==> config.mk <==
export PLATFORM = sky130hd
export DESIGN_NAME = ccr_top
export DESIGN_NICKNAME = d
export VERILOG_FILES = /design/src/hdl/ccr_pkg.sv /design/src/hdl/ccr_top.sv /design/src/hdl/ccr_term_timer.sv
export SDC_FILE = /design/constraint.sdc
export NUM_CORES = 1
export LEC_CHECK = 0
export BUFFER_PORTS_ARGS = -buffer_cell sky130_fd_sc_hd__buf_2
export CORE_ASPECT_RATIO = 2
export CORE_MARGIN = 1
export CORE_UTILIZATION = 50
export CTS_CLUSTER_DIAMETER = 200
export CTS_CLUSTER_SIZE = 28
export DETAILED_ROUTE_END_ITERATION = 10
export GPL_TIMING_DRIVEN = 0
export HOLD_SLACK_MARGIN = 0.12
export PLACE_DENSITY_LB_ADDON = 0.08
export RECOVER_POWER = 100
export SLEW_MARGIN = 5
export SYNTH_ARGS = -nofsm -noshare
export SYNTH_HDL_FRONTEND = slang
export SYNTH_SLANG_ARGS = --single-unit
==> constraint.sdc <==
create_clock -name clk_in -period 5.7 [get_ports clk_in]
set_input_delay 1.71 -clock clk_in [delete_from_list [all_inputs] [get_ports clk_in]]
set_output_delay 1.71 -clock clk_in [all_outputs]
set_load 0.03 [all_outputs]
==> src/hdl/ccr_pkg.sv <==
package ccr_pkg;
  // ---------------------------------------------------------------
  // Register offsets
  // ---------------------------------------------------------------
  localparam logic [7:0] CCR_TERM_CTRL_OFS = 8'h92;
  localparam logic [7:0] CCR_APP_SET_OFS = 8'h93;
  localparam logic [7:0] CCR_SPECIAL_OFS = 8'h94;
  // ---------------------------------------------------------------
  // Reset values
  // ---------------------------------------------------------------
  localparam logic [7:0] CCR_TERM_CTRL_RST = 8'h04;
  localparam logic [7:0] CCR_APP_SET_RST = 8'h78;
  localparam logic [7:0] CCR_SPECIAL_RST = 8'h00;
  // ---------------------------------------------------------------
  // Field positions
  // ---------------------------------------------------------------
  localparam int CCR_METHOD_LSB = 0;
  localparam int CCR_TIMER_LSB = 2;
  localparam int CCR_TERMINATION_CURRENT_SEL_BIT = 7;
  localparam int CCR_LOCKOUT_BIT = 0;
  localparam int CCR_GOOD_LSB = 3;
  localparam int CCR_RECOV_LSB = 5;
  localparam int CCR_CHG_OFF_BIT = 0;
  localparam int CCR_RCH_OFF_BIT = 1;
  localparam int CCR_NTC_OFF_BIT = 2;
  localparam int CCR_CV_OFF_BIT = 3;
  localparam int CCR_CC_OFF_BIT = 4;
  localparam int CCR_PRIO_BIT = 5;
  // ---------------------------------------------------------------
  // Timing
  // ---------------------------------------------------------------
  localparam int CCR_CLK_HZ = 25_000_000;
  localparam int CCR_SHORT_STEP_MIN = 2;
  localparam int CCR_LONG_STEP_MIN = 10;
  localparam longint CCR_MINUTE_CYCLES = 60 * longint'(CCR_CLK_HZ);
endpackage : ccr_pkg

==> src/hdl/ccr_top.sv <==
`timescale 1ns/100ps
// Notes on behaviour
// RULE1 - Load priority 0, low rail: charging inhibited
// RULE2 - Load priority 1, low rail: reduce current
// RULE3 - Termination method bits 1:0, reset 00
// RULE4 - Method 00: timeout is count times 2min
// RULE5 - Method low bit 1: count times 10min
// RULE6 - Good threshold bits 4:3, below means recovery
// RULE7 - Recovery current bits 7:5, reset 011
// RULE8 - Charger off stops charging, rail 3.6V
// RULE9 - Recharge off: one cycle until reset
// RULE10 - Disable bits active high, reset zero
module ccr_top
  import ccr_pkg::*;
#(
  parameter int MINUTE_CYCLES = int'(CCR_MINUTE_CYCLES)
) (
  input wire logic clk_in,
  input wire logic rst_in,
  input wire logic wr_en_in,
  input wire logic [7:0] addr_in,
  input wire logic [7:0] wdata_in,
  output logic [7:0] rdata_out,
  output logic addr_hit_out,
  input wire logic sys_low_pin_in,
  input wire logic batt_low_pin_in,
  input wire logic cv_mode_pin_in,
  input wire logic batt_full_pin_in,
  output logic charge_en_out,
  output logic current_reduce_out,
  output logic recovery_mode_out,
  output logic [2:0] recovery_current_sel_out,
  output logic [1:0] battery_good_threshold_out,
  output logic termination_current_sel_out,
  output logic lockout_level_sel_out,
  output logic thermistor_guard_off_out,
  output logic const_voltage_loop_off_out,
  output logic const_current_loop_off_out,
  output logic rail_nominal_out,
  output logic terminated_out
);
  // ---------------------------------------------------------------
  // Parameter check
  // ---------------------------------------------------------------
  if (MINUTE_CYCLES < 1) begin : g_bad_minute
    $error("MINUTE_CYCLES must be positive");
  end
  // ---------------------------------------------------------------
  // Pin synchronisers
  // ---------------------------------------------------------------
  // Pins are asynchronous, so only the second stage feeds logic
  logic [3:0] meta_ff, sync_ff;
  always_ff @(posedge clk_in) begin
    if (rst_in) begin
      meta_ff <= 4'h0;
      sync_ff <= 4'h0;
    end else begin
      meta_ff <= {batt_full_pin_in, cv_mode_pin_in, batt_low_pin_in, sys_low_pin_in};
      sync_ff <= meta_ff;
    end
  end
  logic sys_low, batt_low, cv_mode, batt_full;
  assign {batt_full, cv_mode, batt_low, sys_low} = sync_ff;
  // ---------------------------------------------------------------
  // Registers
  // ---------------------------------------------------------------
  logic [7:0] term_ctrl_ff, nxt_term_ctrl;
  logic [7:0] app_set_ff, nxt_app_set;
  logic [7:0] special_ff, nxt_special;
  // Reserved bits are stored so software reads back what it wrote
  function automatic logic hit(input logic [7:0] a);
    hit = (a == CCR_TERM_CTRL_OFS) || (a == CCR_APP_SET_OFS) || (a == CCR_SPECIAL_OFS);
  endfunction : hit
  always_comb begin
    nxt_term_ctrl = term_ctrl_ff;
    nxt_app_set = app_set_ff;
    nxt_special = special_ff;
    if (wr_en_in) begin
      if (addr_in == CCR_TERM_CTRL_OFS) nxt_term_ctrl = wdata_in;
      if (addr_in == CCR_APP_SET_OFS) nxt_app_set = wdata_in;
      if (addr_in == CCR_SPECIAL_OFS) nxt_special = wdata_in;
    end
  end
  always_ff @(posedge clk_in) begin
    if (rst_in) begin
      term_ctrl_ff <= CCR_TERM_CTRL_RST; // see RULE3
      app_set_ff <= CCR_APP_SET_RST; // see RULE6
      special_ff <= CCR_SPECIAL_RST; // see RULE10
    end else begin
      term_ctrl_ff <= nxt_term_ctrl;
      app_set_ff <= nxt_app_set;
      special_ff <= nxt_special;
    end
  end
  always_comb begin
    addr_hit_out = hit(addr_in);
    unique case (addr_in)
      CCR_TERM_CTRL_OFS: rdata_out = term_ctrl_ff;
      CCR_APP_SET_OFS: rdata_out = app_set_ff;
      CCR_SPECIAL_OFS: rdata_out = special_ff;
      default: rdata_out = 8'h00;
    endcase
  end
  // ---------------------------------------------------------------
  // Field decode
  // ---------------------------------------------------------------
  logic [1:0] termination_method;
  logic [4:0] term_count;
  logic charger_off, recharge_off, load_priority_select;
  assign termination_method = term_ctrl_ff[CCR_METHOD_LSB +: 2];
  assign term_count = term_ctrl_ff[CCR_TIMER_LSB +: 5];
  assign charger_off = special_ff[CCR_CHG_OFF_BIT];
  assign recharge_off = special_ff[CCR_RCH_OFF_BIT];
  assign load_priority_select = special_ff[CCR_PRIO_BIT];
  // ---------------------------------------------------------------
  // Charge cycle state
  // ---------------------------------------------------------------
  typedef enum logic [1:0] {CCR_IDLE, CCR_CHARGING, CCR_DONE} ccr_state_t;
  ccr_state_t state_ff, nxt_state;
  logic once_ff, nxt_once;
  logic expired;
  always_comb begin
    nxt_state = state_ff;
    nxt_once = once_ff;
    unique case (state_ff)
      CCR_IDLE: begin
        // A finished cycle blocks restart only while recharge is disabled
        if (!charger_off && !(recharge_off && once_ff)) nxt_state = CCR_CHARGING; // see RULE9
      end
      CCR_CHARGING: begin
        if (charger_off) begin
          nxt_state = CCR_IDLE; // see RULE8
        end else if (expired) begin
          nxt_state = CCR_DONE;
          nxt_once = 1'b1;
        end
      end
      CCR_DONE: begin
        if (charger_off) nxt_state = CCR_IDLE;
        else if (!batt_full && !recharge_off) nxt_state = CCR_CHARGING; // see RULE9
      end
      default: nxt_state = CCR_IDLE;
    endcase
  end
  always_ff @(posedge clk_in) begin
    if (rst_in) begin
      state_ff <= CCR_IDLE;
      once_ff <= 1'b0;
    end else begin
      state_ff <= nxt_state;
      once_ff <= nxt_once;
    end
  end
  ccr_term_timer #(
    .MINUTE_CYCLES(MINUTE_CYCLES)
  ) u_timer (
    .clk_in(clk_in),
    .rst_in(rst_in),
    .run_in((state_ff == CCR_CHARGING) && cv_mode),
    .method_in(termination_method),
    .count_in(term_count),
    .expired_out(expired)
  );
  // ---------------------------------------------------------------
  // Outputs
  // ---------------------------------------------------------------
  always_comb begin
    // Priority bit only matters while the rail is below instant-on
    charge_en_out = (state_ff == CCR_CHARGING) && !charger_off // see RULE8
                    && !(sys_low && !load_priority_select); // see RULE1
    current_reduce_out = charge_en_out && sys_low && load_priority_select; // see RULE2
    recovery_mode_out = charge_en_out && batt_low; // see RULE6
    recovery_current_sel_out = app_set_ff[CCR_RECOV_LSB +: 3]; // see RULE7
    battery_good_threshold_out = app_set_ff[CCR_GOOD_LSB +: 2];
    termination_current_sel_out = term_ctrl_ff[CCR_TERMINATION_CURRENT_SEL_BIT];
    lockout_level_sel_out = app_set_ff[CCR_LOCKOUT_BIT];
    thermistor_guard_off_out = special_ff[CCR_NTC_OFF_BIT]; // see RULE10
    const_voltage_loop_off_out = special_ff[CCR_CV_OFF_BIT];
    const_current_loop_off_out = special_ff[CCR_CC_OFF_BIT];
    rail_nominal_out = charger_off; // see RULE8
    terminated_out = (state_ff == CCR_DONE);
  end
endmodule : ccr_top

==> src/hdl/ccr_term_timer.sv <==
`timescale 1ns/100ps
module ccr_term_timer
  import ccr_pkg::*;
#(
  parameter int MINUTE_CYCLES = int'(CCR_MINUTE_CYCLES)
) (
  input wire logic clk_in,
  input wire logic rst_in,
  input wire logic run_in,
  input wire logic [1:0] method_in,
  input wire logic [4:0] count_in,
  output logic expired_out
);
  if (MINUTE_CYCLES < 1) begin : g_bad_minute
    $error("MINUTE_CYCLES must be positive");
  end
  // ---------------------------------------------------------------
  // Minute tick divider
  // ---------------------------------------------------------------
  logic [31:0] div_ff, nxt_div;
  logic tick;
  logic [9:0] min_ff, nxt_min;
  logic [9:0] limit;
  logic exp_ff, nxt_exp;
  always_comb begin
    tick = run_in && (div_ff == 32'(MINUTE_CYCLES - 1));
    nxt_div = (!run_in || tick) ? 32'h0000_0000 : div_ff + 32'h0000_0001;
    // Method 00 steps 2 minutes, x1 steps 10; 10 has no rule so it runs 2 as well
    limit = method_in[0] ? 10'(count_in * CCR_LONG_STEP_MIN) // see RULE5
                         : 10'(count_in * CCR_SHORT_STEP_MIN); // see RULE4
    nxt_min = !run_in ? 10'h000 : (tick && !exp_ff) ? min_ff + 10'h001 : min_ff;
    nxt_exp = run_in && (exp_ff || (nxt_min >= limit)); // see RULE3
  end
  always_ff @(posedge clk_in) begin
    if (rst_in) begin
      div_ff <= 32'h0000_0000;
      min_ff <= 10'h000;
      exp_ff <= 1'b0;
    end else begin
      div_ff <= nxt_div;
      min_ff <= nxt_min;
      exp_ff <= nxt_exp;
    end
  end
  assign expired_out = exp_ff;
endmodule : ccr_term_timer

==> results.rst <==
.. list-table::
   :header-rows: 1

   * - Metric
     - Value
   * - Critical Path Fanout Max
     - 10
   * - Reg2Reg Launch Point
     - u_timer.div_ff[0]
   * - Most frequent cells in the layout
     - dfxtp_1, nor2_1, clkbuf_1
   * - Number of setup violations in the final report
     - 0
   * - Post-Synthesis Cell Area
     - 3880 um^2
   * - Run status
     - finished, final reports clean
   * - Clock skew after layout
     - roughly 0.007 ns
   * - Crit. Startpoint
     - addr_in[3]
   * - Cells after synthesis
     - 457
   * - Die extent in y
     - between 100 and 150 um
   * - Area Growth Syn to Fin
     - 15.9%
   * - Placer Congestion
     - 0.858
   * - Initial Util
     - 0.515
   * - Clk_lat worst skew
     - between 0.3 and 0.4 ns
   * - FP Rows
     - 45
   * - Min-delay src
     - meta_ff[1]
   * - Net switching component of the power
     - roughly 250 uW
   * - Maximum vdd ir drop
     - roughly 0.00022 V
   * - Required time at the endpoint of the critical path
     - 3.99 ns
   * - RSZ-0062 raised after global routing
     - false
   * - CP Cell Sequence
     - buf_2, nand4bb_1, nor2_1, and3_1, clkbuf_1, clkbuf_1, nand2_1, o21ai_0, clkbuf_1
   * - P_int
     - between 900 and 1000 uW
   * - Top cell family by delay on the critical path
     - buffers and inverters
   * - Number of remaining DRC errors
     - 0
   * - Area of all placed cells without fillers
     - 4500 um^2
   * - M1 GR Usage
     - 0.199
   * - Post-synth EDFFs
     - 0
   * - Worst-path clk slew
     - 0.06 ns
   * - Final min period
     - between 5 and 6 ns
   * - Total negative setup slack
     - 0 ns
   * - CP endpoint kind
     - primary output
   * - Cell accounting for the most synthesized area
     - dfxtp_1
   * - Core box area
     - between 7000 and 8000 um^2
   * - Period Utilization, post-route
     - 0.930
   * - Max Clk Rate
     - 0.189 GHz
   * - Number of diodes added for antenna fixing
     - 0
   * - HPWL Detailed
     - 6990 um
   * - Post-DR wirelength/cell
     - around 15 um
   * - Combinational group share of total power
     - 0.031
   * - Per-cell via count in the routed design
     - 5.42
   * - # IOs
     - 47
   * - Seq pwr share
     - 0.471
   * - Bufs on Longest Clock Path
     - 2
   * - DRC violation total after the first TritonRoute iteration
     - between 100 and 150
   * - Number of global-route vias before repair
     - around 3200
   * - Kind of start point of the critical path
     - input port
   * - Initial antenna violation count
     - 0
   * - Number of nets produced by synthesis
     - just under 500
   * - Power per cell area
     - 259 nW/um^2
   * - Leakage power
     - roughly 0.0017 uW
   * - Clock Sink Count
     - 78
   * - CTS tree
     - done
   * - Standard cell with the maximum stage delay on the critical path
     - clkbuf_1
   * - Average size of a mapped cell
     - approximately 8.5 um^2
   * - Most common cell type on the critical path
     - clkbuf_1
   * - Final wirelength
     - approximately 9000 um
   * - Master cell of the clock root buffer
     - clkbuf_16
   * - Global Route met3 Usage
     - 0.0540
   * - Count of buffer and inverter cells on the critical path
     - 4
   * - Post-layout nets
     - between 500 and 600
   * - Setup bufs post-CTS
     - 0
   * - CP Class
     - input port to primary output
   * - Max-cap viol count
     - 0
   * - Share of layout cells above drive strength 1
     - 0.0985
   * - Final Total Pwr
     - approximately 1200 uW
   * - Number of port buffers
     - 45
   * - Overall routing resource usage
     - 0.238
   * - CTS HTree Levels
     - 3
   * - Most congested layer reported by global routing
     - met2
   * - Warnings, synthesis
     - 0
   * - Final antenna-violating net count
     - 0
   * - Final core utilization
     - 0.597
   * - Register bit count reported by yosys
     - 78
   * - Residual overflow from global routing
     - 0
   * - Cts repair resizes
     - 0
   * - Ranking of synthesized cells by area
     - dfxtp_1, nor2_1, mux2i_1
   * - Share of power burned in the clock network
     - 0.498
   * - Total clock buffers created by CTS
     - 9
   * - Class of the worst hold path
     - flop to flop
   * - DR vias
     - 3314
   * - Proportion of netlist area held by the largest area contributor
     - 0.402
   * - Post-layout worst setup margin
     - about 0.4 ns
   * - Die Span X
     - around 64 um
   * - Relative slew slack
     - 0.509
   * - Number of distinct library cell variants in the gate-level netlist after synthesis
     - 46
   * - Setup slack at placement
     - 0.528 ns
   * - Global-route met2 utilization
     - 0.494
   * - Share of flip-flops with an asynchronous set or reset
     - 0
   * - Commonest non-fill, non-tap cell in the layout
     - dfxtp_1
   * - Die area
     - about 8000 um^2
   * - First drt pass iteration count
     - 4
   * - Sequential share of the synthesized area
     - 0.402
   * - Wire length of the first global-routing pass
     - about 15000 um
   * - Slowest stage delay, CP
     - between 0.4 and 0.5 ns
   * - Sw Share
     - 0.216
   * - Worst Path Arrival
     - approximately 3.6 ns
   * - Maximum number of pins on one net before global-route repair
     - 15
   * - Dominant synthesized flop cell
     - dfxtp_1
   * - Area of placed instances
     - about 4200 um^2
   * - Hold buffers post-CTS
     - 0
   * - Final Hold Fails
     - 0
   * - Slew Viols, Final
     - 0
   * - Worst Max-Slew Pin Slew
     - approximately 0.74 ns
[final timing paths]
check	to	slack, ns	cells after the start
min	sync_ff[1]	0.44	1
max reg2reg	u_timer.expired_out	1.93	15
min reg2reg	sync_ff[1]	0.44	1
max	rdata_out[6]	0.40	9
[final cells by class]
type                       count  area, um^2
tap                           94         118
clock inverter                 6        67.6
timing repair buffer          45         195
sequential                    78        1560
buffer                        26         118
inverter                      13        48.8
clock buffer                  10         239
fill                         729        3040
multi-input combinational    340        2150
[synthesized netlist by cell type, types with 2 or more instances]
master,count
dfxtp_1,78
mux2i_1,23
a21oi_1,21
xnor2_1,11
nand2_1,41
nand3_1,20
and2_1,9
and4_1,2
or3_1,5
nor4_1,3
nor4b_1,2
or4_1,2
nor3b_1,2
clkbuf_1,15
o21ai_0,15
nor2_1,69
nand2b_1,3
and3_1,6
buf_4,5
buf_2,2
a211o_1,5
buf_1,4
ha_1,16
nor2b_1,15
inv_1,13
a21o_1,5
nor3_1,7
nand4_1,16
xor2_1,25
[routing by layer]
layer / wire length [um] / share of wire
met4: 278 / 0.031
met3: 308 / 0.034
met5: 0 / 0
met2: 5320 / 0.59
met1: 3080 / 0.34
[cells by family after synthesis]
logic type | share of synthesized area
buffers and inverters | 0.0432
DFF | 0.402
adders and majority gates | 0.0567
muxes | 0.0622
xor gates and xnor gates | 0.0812
and+or+nand+nor | 0.277
AOI/OAI and AO/OA | 0.0773
[registers in the layout, summed over array words and instances, names as in the netlist]
| name | count |
|---|---|
| sync_ff | 4 |
| u_timer.div_ff | 32 |
| once_ff | 1 |
| state_ff | 2 |
| app_set_ff | 8 |
| u_timer.expired_out | 1 |
| term_ctrl_ff | 8 |
| u_timer.min_ff | 10 |
| special_ff | 8 |
| meta_ff | 4 |
[power by group through the flow]
stage / clock network [uW] / logic, uW / registers (uW)
floorplan: 0 / 19.7 / 562
global placement: 0 / 35.9 / 562
detailed placement: 0 / 36.4 / 562
CTS: 599 / 36.5 / 550
global route: 617 / 39.2 / 550
finish: 581 / 35.7 / 550
[through the flow]
stage	std cells	hold slack, ns
after CTS	612	0.448
after global routing	612	0.465
after floorplan	457	0.414
after detailed placement	596	0.433
final	612	0.442
after global placement	596	0.421
No activity file was read; power rests on OpenSTA's default activity.
